File: src/logic/power_event_pkg.sv
// Overview of operation
// - The event pin has three setups: nothing routed, one or more alarms routed, or a manual software level.
// - Any mix of sag, surge, over current and over power alarms may be routed, and the pin is high while any routed alarm is active.
// - Over current and over power conditions are taken once per finished computation cycle of the calculation engine.
// - Sag and surge use a faster path than the per-computation-cycle alarms so their interrupt comes with little delay.
// - Sag and surge have no hold register, since their detection finishes inside one line cycle.
// - A trailing mean square of the line voltage is kept up to date for the sag and surge comparators.
// - On every data-ready strobe the trailing mean square is checked against both the sag limit and the surge limit.
// - A routed sag or surge alarm whose flag is set drives the event pin high.
// - Bits 31 to 20 and bits 15, 13 and 12 of the event configuration register ignore writes and read zero.
// - Routing bits 19, 18, 17 and 16 send over power, over current, surge and sag to the pin when set.
// - Latch bits 7, 6, 5 and 4 make surge, sag, over power and over current hold until cleared, else they follow the condition.
// - Writing one to bit 11, 10, 9 or 8 clears the real or simulated over current, over power, surge or sag alarm, and the bit reads zero after.
// - Test bits 3, 2, 1 and 0 force a simulated surge, sag, over power or over current alarm while set.
package power_event_pkg;

    // Register geometry
    localparam int          CFG_W          = 32;
    localparam logic [31:0] CFG_RESET      = 32'h0000_0000;
    // Bits that hold a written value; clear bits are strobes and never stored
    localparam logic [31:0] CFG_STORE_MASK = 32'h000F_40FF;

    // Alarm indices used for every per-alarm vector
    localparam int NUM_ALARMS    = 4;
    localparam int ALARM_CURRENT = 0;
    localparam int ALARM_POWER   = 1;
    localparam int ALARM_SAG     = 2;
    localparam int ALARM_SURGE   = 3;

    // Field positions per alarm, in alarm index order
    localparam int ROUTE_POS [0:3] = '{18, 19, 16, 17};
    localparam int CLEAR_POS [0:3] = '{11, 10, 8, 9};
    localparam int LATCH_POS [0:3] = '{4, 5, 6, 7};
    localparam int TEST_POS  [0:3] = '{0, 1, 2, 3};
    localparam int MANUAL_POS      = 14;

    // Voltage path defaults
    localparam int SAMPLE_W     = 16;
    localparam int AVG_SHIFT    = 4;

    // Pin configurations
    typedef enum logic [1:0] {
        PIN_IDLE,
        PIN_ROUTED,
        PIN_MANUAL
    } pin_mode_t;

endpackage

File: src/logic/voltage_mean_square_compare.sv
module voltage_mean_square_compare
    import power_event_pkg::*;
#(
    parameter int SAMPLE_WIDTH = power_event_pkg::SAMPLE_W,
    parameter int SHIFT        = power_event_pkg::AVG_SHIFT
)
(
    // Clock and reset
    input  wire logic                      i_core_clk,
    input  wire logic                      i_rst_n,
    // Voltage samples
    input  wire logic                      i_data_ready,
    input  wire logic [SAMPLE_WIDTH-1:0]   i_voltage_sample,
    // Limits
    input  wire logic [2*SAMPLE_WIDTH-1:0] i_sag_limit,
    input  wire logic [2*SAMPLE_WIDTH-1:0] i_surge_limit,
    // Results
    output logic [2*SAMPLE_WIDTH-1:0]      o_trailing_voltage_mean_square,
    output logic                           o_sag_cond,
    output logic                           o_surge_cond
);

    localparam int MS_W = 2 * SAMPLE_WIDTH;

    typedef struct packed {
        logic [MS_W-1:0] mean_sq;
        logic            sag;
        logic            surge;
    } ms_state_t;

    ms_state_t                st;
    ms_state_t                next_st;
    logic signed [MS_W-1:0]   sample_sq;
    logic        [MS_W-1:0]   new_ms;

    // Exponential trailing average; it can never overflow since it is a convex mix
    always_comb
    begin
        next_st   = st;
        sample_sq = $signed(i_voltage_sample) * $signed(i_voltage_sample);
        new_ms    = st.mean_sq - (st.mean_sq >> SHIFT) + (MS_W'(sample_sq) >> SHIFT);
        if (i_data_ready)
        begin
            next_st.mean_sq = new_ms;
            next_st.sag     = (new_ms < i_sag_limit);
            next_st.surge   = (new_ms > i_surge_limit);
        end
    end

    // State register
    always_ff @(posedge i_core_clk or negedge i_rst_n)
    begin
        if (!i_rst_n)
            st <= '0;
        else
            st <= next_st;
    end

    assign o_trailing_voltage_mean_square = st.mean_sq;
    assign o_sag_cond                     = st.sag;
    assign o_surge_cond                   = st.surge;

endmodule

File: src/logic/power_event_pin_logic.sv
module power_event_pin_logic
#(
    parameter int SAMPLE_WIDTH = power_event_pkg::SAMPLE_W,
    parameter int SHIFT        = power_event_pkg::AVG_SHIFT
)
(
    // Clock and reset
    input  wire logic                                  i_core_clk,
    input  wire logic                                  i_arst_n,
    // Event configuration register access
    input  wire logic                                  i_cfg_wr,
    input  wire logic [power_event_pkg::CFG_W-1:0]     i_cfg_wdata,
    output logic      [power_event_pkg::CFG_W-1:0]     o_cfg_rdata,
    // Voltage path
    input  wire logic                                  i_data_ready,
    input  wire logic [SAMPLE_WIDTH-1:0]               i_voltage_sample,
    input  wire logic [2*SAMPLE_WIDTH-1:0]             i_sag_limit,
    input  wire logic [2*SAMPLE_WIDTH-1:0]             i_surge_limit,
    // Computation cycle results
    input  wire logic                                  i_cycle_done,
    input  wire logic                                  i_over_current,
    input  wire logic                                  i_over_power,
    // Event outputs
    output logic                                       o_event_pin,
    output logic      [power_event_pkg::NUM_ALARMS-1:0] o_alarm_flags,
    output logic      [2*SAMPLE_WIDTH-1:0]             o_trailing_voltage_mean_square
);

    import power_event_pkg::*;

    typedef struct packed {
        logic [CFG_W-1:0]      cfg;
        logic [1:0]            slow_cond;
        logic [NUM_ALARMS-1:0] flag;
        pin_mode_t             mode;
        logic                  pin;
    } event_state_t;

    event_state_t          st;
    event_state_t          next_st;
    logic                  rst_meta_n;
    logic                  rst_n;
    logic                  sag_cond;
    logic                  surge_cond;
    logic [NUM_ALARMS-1:0] cond;
    logic [NUM_ALARMS-1:0] clear_req;
    logic [NUM_ALARMS-1:0] active;
    logic [NUM_ALARMS-1:0] latched;
    logic [NUM_ALARMS-1:0] routed;
    logic [NUM_ALARMS-1:0] simulated;
    logic [NUM_ALARMS-1:0] next_flag;
    logic [CFG_W-1:0]      next_cfg;

    // Named routing fields
    logic                  route_power_alarm;
    logic                  route_current_alarm;
    logic                  route_high_voltage_alarm;
    logic                  route_low_voltage_alarm;

    // Named manual level
    logic                  manual_output_level;

    // Named clear strobes
    logic                  clear_current_alarm;
    logic                  clear_power_alarm;
    logic                  clear_high_voltage_alarm;
    logic                  clear_low_voltage_alarm;

    // Named latch enables
    logic                  latch_high_voltage_alarm;
    logic                  latch_low_voltage_alarm;
    logic                  latch_power_alarm;
    logic                  latch_current_alarm;

    // Named test forces
    logic                  simulate_high_voltage_alarm;
    logic                  simulate_low_voltage_alarm;
    logic                  simulate_power_alarm;
    logic                  simulate_current_alarm;

    // Reset release through two flops; assertion stays asynchronous
    always_ff @(posedge i_core_clk or negedge i_arst_n)
    begin
        if (!i_arst_n)
        begin
            rst_meta_n <= 1'b0;
            rst_n      <= 1'b0;
        end
        else
        begin
            rst_meta_n <= 1'b1;
            rst_n      <= rst_meta_n;
        end
    end

    // Fast voltage path, refreshed on every data-ready strobe
    voltage_mean_square_compare #(
        .SAMPLE_WIDTH (SAMPLE_WIDTH),
        .SHIFT        (SHIFT)
    ) u_voltage (
        .i_core_clk                     (i_core_clk),
        .i_rst_n                        (rst_n),
        .i_data_ready                   (i_data_ready),
        .i_voltage_sample               (i_voltage_sample),
        .i_sag_limit                    (i_sag_limit),
        .i_surge_limit                  (i_surge_limit),
        .o_trailing_voltage_mean_square (o_trailing_voltage_mean_square),
        .o_sag_cond                     (sag_cond),
        .o_surge_cond                   (surge_cond)
    );

    // New configuration: unimplemented and clear bits never stored, and a clear also drops the test bit
    always_comb
    begin
        next_cfg = st.cfg;
        if (i_cfg_wr)
        begin
            next_cfg = i_cfg_wdata & CFG_STORE_MASK;
            for (int k = 0; k < NUM_ALARMS; k++)
            begin
                if (i_cfg_wdata[CLEAR_POS[k]])
                    next_cfg[TEST_POS[k]] = 1'b0;
            end
        end
    end

    // Raw conditions; sag and surge come straight from the comparator with no hold copy
    assign cond[ALARM_CURRENT] = st.slow_cond[0];
    assign cond[ALARM_POWER]   = st.slow_cond[1];
    assign cond[ALARM_SAG]     = sag_cond;
    assign cond[ALARM_SURGE]   = surge_cond;

    // Routing fields of the new word, so a write retargets the pin on its own edge
    assign route_current_alarm      = next_cfg[ROUTE_POS[ALARM_CURRENT]];
    assign route_power_alarm        = next_cfg[ROUTE_POS[ALARM_POWER]];
    assign route_low_voltage_alarm  = next_cfg[ROUTE_POS[ALARM_SAG]];
    assign route_high_voltage_alarm = next_cfg[ROUTE_POS[ALARM_SURGE]];

    // Manual level only counts while nothing is routed
    assign manual_output_level      = next_cfg[MANUAL_POS];

    // Clear strobes act in the write cycle only and are never stored
    assign clear_current_alarm      = i_cfg_wr & i_cfg_wdata[CLEAR_POS[ALARM_CURRENT]];
    assign clear_power_alarm        = i_cfg_wr & i_cfg_wdata[CLEAR_POS[ALARM_POWER]];
    assign clear_low_voltage_alarm  = i_cfg_wr & i_cfg_wdata[CLEAR_POS[ALARM_SAG]];
    assign clear_high_voltage_alarm = i_cfg_wr & i_cfg_wdata[CLEAR_POS[ALARM_SURGE]];

    // Latch fields from the new word too, so a latch change and the flags move on one edge
    assign latch_current_alarm      = next_cfg[LATCH_POS[ALARM_CURRENT]];
    assign latch_power_alarm        = next_cfg[LATCH_POS[ALARM_POWER]];
    assign latch_low_voltage_alarm  = next_cfg[LATCH_POS[ALARM_SAG]];
    assign latch_high_voltage_alarm = next_cfg[LATCH_POS[ALARM_SURGE]];

    // Test fields force a simulated cause while they stand
    assign simulate_current_alarm      = next_cfg[TEST_POS[ALARM_CURRENT]];
    assign simulate_power_alarm        = next_cfg[TEST_POS[ALARM_POWER]];
    assign simulate_low_voltage_alarm  = next_cfg[TEST_POS[ALARM_SAG]];
    assign simulate_high_voltage_alarm = next_cfg[TEST_POS[ALARM_SURGE]];

    // Gather the named fields into alarm index order
    // Order is surge, sag, over power, over current from the top bit down
    assign routed    = {route_high_voltage_alarm, route_low_voltage_alarm,
                        route_power_alarm, route_current_alarm};
    assign latched   = {latch_high_voltage_alarm, latch_low_voltage_alarm,
                        latch_power_alarm, latch_current_alarm};
    assign simulated = {simulate_high_voltage_alarm, simulate_low_voltage_alarm,
                        simulate_power_alarm, simulate_current_alarm};
    assign clear_req = {clear_high_voltage_alarm, clear_low_voltage_alarm,
                        clear_power_alarm, clear_current_alarm};

    // Per-alarm flag logic; a new event wins over a clear in the same cycle
    // Non-latched flags ignore a clear, they simply follow their cause
    for (genvar g = 0; g < NUM_ALARMS; g++)
    begin : g_alarm
        assign active[g]    = cond[g] | simulated[g];
        assign next_flag[g] = latched[g] ? (active[g] | (st.flag[g] & ~clear_req[g]))
                                         : active[g];
    end

    // Next state
    always_comb
    begin
        next_st      = st;
        next_st.cfg  = next_cfg;
        next_st.flag = next_flag;
        // Slow alarms only move at the end of a computation cycle
        if (i_cycle_done)
        begin
            next_st.slow_cond[0] = i_over_current;
            next_st.slow_cond[1] = i_over_power;
        end
        // Pin setup follows the routing bits of the new word
        // Manual level is ignored while anything is routed, so a stale level cannot mask an alarm
        if (|routed)
            next_st.mode = PIN_ROUTED;
        else if (manual_output_level)
            next_st.mode = PIN_MANUAL;
        else
            next_st.mode = PIN_IDLE;
        unique case (next_st.mode)
            PIN_ROUTED:
                next_st.pin = |(next_flag & routed);
            PIN_MANUAL:
                next_st.pin = 1'b1;
            PIN_IDLE:
                next_st.pin = 1'b0;
        endcase
    end

    // State register; everything clears at reset
    always_ff @(posedge i_core_clk or negedge rst_n)
    begin
        if (!rst_n)
        begin
            st      <= '0;
            st.cfg  <= CFG_RESET;
            st.mode <= PIN_IDLE;
        end
        else
        begin
            st <= next_st;
        end
    end

    // Outputs straight from the state flops
    assign o_cfg_rdata   = st.cfg;
    assign o_event_pin   = st.pin;
    assign o_alarm_flags = st.flag;

endmodule

File: config.mk
export PLATFORM = sky130hd
export DESIGN_NAME = power_event_pin_logic
export DESIGN_NICKNAME = d
export VERILOG_FILES = /design/src/logic/power_event_pkg.sv /design/src/logic/voltage_mean_square_compare.sv /design/src/logic/power_event_pin_logic.sv
export SDC_FILE = /design/constraint.sdc
export NUM_CORES = 1
export LEC_CHECK = 0
export BUFFER_PORTS_ARGS = -buffer_cell sky130_fd_sc_hd__buf_2
export CAP_MARGIN = 0
export CORE_MARGIN = 1.5
export CORE_UTILIZATION = 45
export CTS_BUF_LIST = sky130_fd_sc_hd__clkbuf_2
export DETAILED_ROUTE_END_ITERATION = 10
export PLACE_DENSITY = 0.72
export SYNTH_ARGS = -nofsm -noshare
export SYNTH_HDL_FRONTEND = slang
export SYNTH_SLANG_ARGS = --single-unit
File: constraint.sdc
create_clock -name i_core_clk -period 4.3 [get_ports i_core_clk]
set_input_delay 1.075 -clock i_core_clk [delete_from_list [all_inputs] [get_ports i_core_clk]]
set_output_delay 1.075 -clock i_core_clk [all_outputs]
set_load 0.01 [all_outputs]
Yosys cells after proc, flatten, opt, wreduce, memory -nomap -nowiden. Cells that the tools add are included.

Add/sub/neg operators: 2. Multiply operators: 1. $lt $le $gt $ge: 2. Equal/unequal tests: 2. Multiplexer cells: 12. Bitwise operators: 21. Reduce and logical (&&, ||, !) cells: 3.

Operators by type and width (number): $add 32x28->32 (1); $gt 32x32->1 (1); $lt 32x32->1 (1); $mul 16x16->32 (1); $sub 32x28->32 (1); $mux 20 (1); $and 1x1->1 (8); $mux 1 (8); $or 1x1->1 (8); $reduce_or 4->1 (2); $and 4x4->4 (1); $mux 2 (2); $not 1->1 (4); $pmux 1 s3 (1); $eq 2x1->1 const B (1); $eq 2x2->1 const B (1); $logic_not 2->1 (1).

Register bits after elaboration: 56. Input bits: 119.

Depth between registers and ports, before layout.
Depth in word-level cells: 8. Gate-level depth with buffers: 42.

Cells and area by module. Synthesis repeated with hierarchy kept, for this count alone.

Cell total of the unflattened synthesis: 1717. Area total of the unflattened synthesis: 15279.7 sq um.

By module, submodules not included: voltage_mean_square_compare (times used 1, cells an instance 1616, area an instance 14207.4 sq um, seq. area each 850.8 sq um); power_event_pin_logic (times used 1, cells an instance 101, area an instance 1072.3 sq um, seq. area each 550.5 sq um).

Worst setup path before layout. OpenSTA, ideal clock, no wires.

Path kind: input -> register. Start: input port i_voltage_sample[4]. End: register u_voltage.st, in the netlist u_voltage.o_sag_cond. Library setup time: 80 ps. Data arrival time: 10090 ps. Data required time: 4220 ps. Slack: -5869 ps. Cell stages on the path: 38. Buffers on the path: 2. Cell sequence: clkbuf_1 > clkbuf_1 > nand2_1 > inv_1 > fa_1 > inv_1 > fa_1 > fa_1 > inv_1 > fa_1 > fa_1 > inv_1 > fa_1 > inv_1 > ha_1 > a21o_1 > a21o_1 > a221o_1 > (+2 left out) > xnor2_1 > fa_1 > ha_1 > a21o_1 > a31oi_1 > nand2_1 > or2_2 > o21ai_0 > xnor2_1 > ha_1 > a21o_1 > a21o_1 > a21o_1 > a21o_1 > a21oi_1 > o21ai_0 > or3_1 > a2bb2oi_1.

Word-level cells in the longest chain between the ends: 3.

RTL lines: start, declared (line power_event_pin_logic.sv:16) `input wire logic [SAMPLE_WIDTH-1:0] i_voltage_sample,`; $mul 16x16->32 (line voltage_mean_square_compare.sv:40) `sample_sq = $signed(i_voltage_sample) * $signed(i_voltage_sample);`; $add 32x28->32 (line voltage_mean_square_compare.sv:41) `new_ms = st.mean_sq - (st.mean_sq >> SHIFT) + (MS_W'(sample_sq) >> SHIFT);`; named net u_voltage.new_ms[25] (line voltage_mean_square_compare.sv:34) `logic [MS_W-1:0] new_ms;`; $lt 32x32->1 (line voltage_mean_square_compare.sv:45) `next_st.sag = (new_ms < i_sag_limit);`; end signal, assigned (line voltage_mean_square_compare.sv:56) `st <= next_st;`; end, declared (line voltage_mean_square_compare.sv:31) `ms_state_t st;`.

The timed path passes the listed nets, and every way through them passes these cells. A chain may end at the register's enable or synchronous reset.

Worst setup path after layout.
Start: input port i_voltage_sample[12]. End: register u_voltage.st, in the netlist u_voltage.o_sag_cond.

Same word-level chain as after synthesis.

==> impl_metrics.toml <==
[synthesis]
synth_top_cell_by_area = "fa_1"
synth_area_um2 = 15100
netlist-cell-type-count = 72
netlist.area_leader.share = 0.351
synth-edff-count = 0
netlist_instances = 1692
synth_commonest_cells = "inv_1 (443), fa_1 (265), ha_1 (183)"
yosysWarnings = 0
async_reset_ff_frac = 1.00
synth_area_leaders = "fa_1 (35%), ha_1 (15%), inv_1 (11%)"
yosys_register_bits = 56
synthFlopType = "dfrtp_1"
ys_seq_area_frac = 0.0927
syn_area_per_cell_um2 = 8.94
yosysMostFrequentCell = "inv_1"

[setup_path]
required_ns = 4.78
crit_family = "adder cells"
end_kind = "flip-flop"
slowest_delay_ns = 0.56
critPathSlowestCell = "fa_1"
r2r_cells = 21
cp_data_arrival_time_ns = 10.01
crit_buf_inv = 6
r2r_start = "u_voltage.o_trailing_voltage_mean_square[5]$_DFFE_PN0P_"
cp.depth = 38
crit_end = "u_voltage.o_sag_cond$_DFFE_PN0P_"
timing.rr.end = "u_voltage.o_sag_cond$_DFFE_PN0P_"
reg2reg_slack_ns = -0.41
cp_max_fo = 4
startpoint_type = "input pin"
critPathKind = "input pin to flip-flop"
crit_path_start = "i_voltage_sample[12]"

[sta]
hold_viol_final = 0
tns_ns = -107.39
finalCritPeriodShare = 2.22
worst_slew_pin_slew_ns = 0.681
fmaxAchievable_ghz = 0.105
layout_min_cycle_time_ns = 9.52
setup_viol_count_final = 33
skew_ns = 0.0397
slew_headroom = 0.546
setup_slack_ns = -5.22
rsz0062_at_grt = "yes"
slew_violations = 0

[clocking]
hold_buffers = 0
cts_tree = "built"
clock_latency_ns = 0.55
htreeDepth = 2
cts.sinks = 56
clock-root-buffer = "clkbuf_2"
numCtsBuffers = 5
clkSlewWorstSetupHoldPaths_ns = 0.34
clockBufferDepth = 2

[route]
vias = 13900
drc = 0
wl_per_cell_um = 17.4
wl_mm = 46.4
first_pass_iters = 5
drt_iter0_drc = 776
viasPerCell = 5.19
detail-route-antenna-nets = 0

[place]
pre_cts_ws_ns = -5.93
place_congestion = 0.954
portBuffers = 153
hpwl_mm = 36.5

[global_routing]
antenna_found_initial = 1
gr-usage-all-layers = 0.253
grt_max_degree = 32
gr-total-overflow = 0
grt_pass1_vias = 14300
grt_pass1_wl_mm = 71.5

[die]
core_area_um2 = 32800
die_area_um2 = 34700
fp.dieH_um = 186
fp.dieW_um = 186
row_count = 66
start_util = 0.461
io_pins = 188

[outcome]
status = "complete, but fails checks"
violations = "negative setup slack"

[flow_run]
max_cap_violations = 0

[worst_hold_path]
hp-class = "input pin to async pin"

[cells_and_area]
drive_above_1_share = 0.414
layout.nets = 2793
syn2layout_area_growth_pct = 44.6
## stage by stage
| step | util | cells | hold slack [ns] | cell area, µm² |
|---|---|---|---|---|
| after floorplan | - | 1710 | 0.331 | 16100 |
| after global placement | 0.599 | 2594 | 0.311 | 19600 |
| after detailed placement | 0.599 | 2594 | 0.326 | 19600 |
| after CTS | 0.627 | 2630 | 0.236 | 20600 |
| after global routing | 0.667 | 2670 | 0.216 | 21900 |
| final | 0.667 | 2670 | 0.248 | 21900 |
## metal layers
| layer | global-route usage | share of wire | vias up |
|---|---|---|---|
| met5 | 0 | 0 | - |
| met4 | 0.0510 | 0.031 | 0 |
| met3 | 0.0278 | 0.062 | 127 |
| met2 | 0.440 | 0.50 | 541 |
| met1 | 0.343 | 0.41 | 6845 |
| li1 | - | - | 6338 |
## worst min path at each step
stage,cells after the start,startpoint,end,slack (ns)
3_3_place_gp,0,rst_n$_DFF_PN0_,u_voltage.o_sag_cond$_DFFE_PN0P_,0.31
3_5_place_dp,0,rst_n$_DFF_PN0_,o_cfg_rdata[14]$_DFF_PN0_,0.33
4_1_cts,1,i_arst_n,rst_n$_DFF_PN0_,0.24
2_1_floorplan,0,rst_meta_n$_DFF_PN0_,rst_n$_DFF_PN0_,0.33
6_report,1,i_arst_n,rst_n$_DFF_PN0_,0.25
5_1_grt,1,i_arst_n,rst_n$_DFF_PN0_,0.22
## cell families (layout without fill, tap and decap cells)
family / Yosys count / after routing / synth area share
muxes: 24 / 24 / 0.0177
AOI/OAI and AO/OA: 252 / 252 / 0.111
xor gates and xnor gates: 62 / 62 / 0.0359
adders and majority gates: 448 / 448 / 0.502
buffers and inverters: 496 / 1013 / 0.128
DFF: 56 / 56 / 0.0927
other: 2 / 21 / 0.000497
and+or+nand+nor: 352 / 352 / 0.112
## area by class of cell
type,count,area [µm²]
multi-input combinational,1158,13900
clock buffer,5,25.0
inverter,445,1680
sequential,56,1400
timing repair buffer,560,4300
tap,442,553
fill,2425,10900
clock inverter,3,28.8
antenna,1,2.50
## cells in the final DEF (no fill, tap or decap), drive strengths merged, types with 9 or more instances in the layout
cell / n
fa: 265
a31oi: 9
nand2b: 14
xnor2: 45
xor2: 17
and3: 11
nand3: 16
a21oi: 61
nor3: 18
nand4: 16
mux2: 22
buf: 560
nor2: 66
ha: 183
conb: 20
inv: 444
and2: 40
dfrtp: 56
o21ai: 60
a21o: 43
nand2: 136
## worst reg2reg max path: stages, from the launching register on
cell	delay, ns
dfrtp_1	0.47
inv_1	0.10
fa_2	0.48
ha_1	0.33
a211oi_1	0.25
buf_4	0.18
nor2_4	0.05
a41oi_4	0.28
a21boi_4	0.09
o21a_1	0.24
o21ai_2	0.19
and3_1	0.22
nor2_1	0.09
ha_1	0.30
a21o_1	0.18
a21o_1	0.17
a21oi_1	0.15
nor2b_1	0.06
o21ai_0	0.16
a21oi_1	0.12
a2111oi_4	0.39
a2bb2oi_2	0.17
## state kept, by name, indices dropped and copies added (netlist names), 2 cells and up
register / flops
o_cfg_rdata: 13
o_alarm_flags: 4
u_voltage.o_trailing_voltage_mean_square: 32
cond: 2
## repair_timing
action,4_1_cts,5_1_grt
buffers inserted,31,46
resized for setup,156,241
cloned,0,0
pin swaps,78,142
setup endpoints to repair,33,33
Power is not shown: default switching activity piles up to over one toggle a cycle in this logic, so the estimate is an artifact.
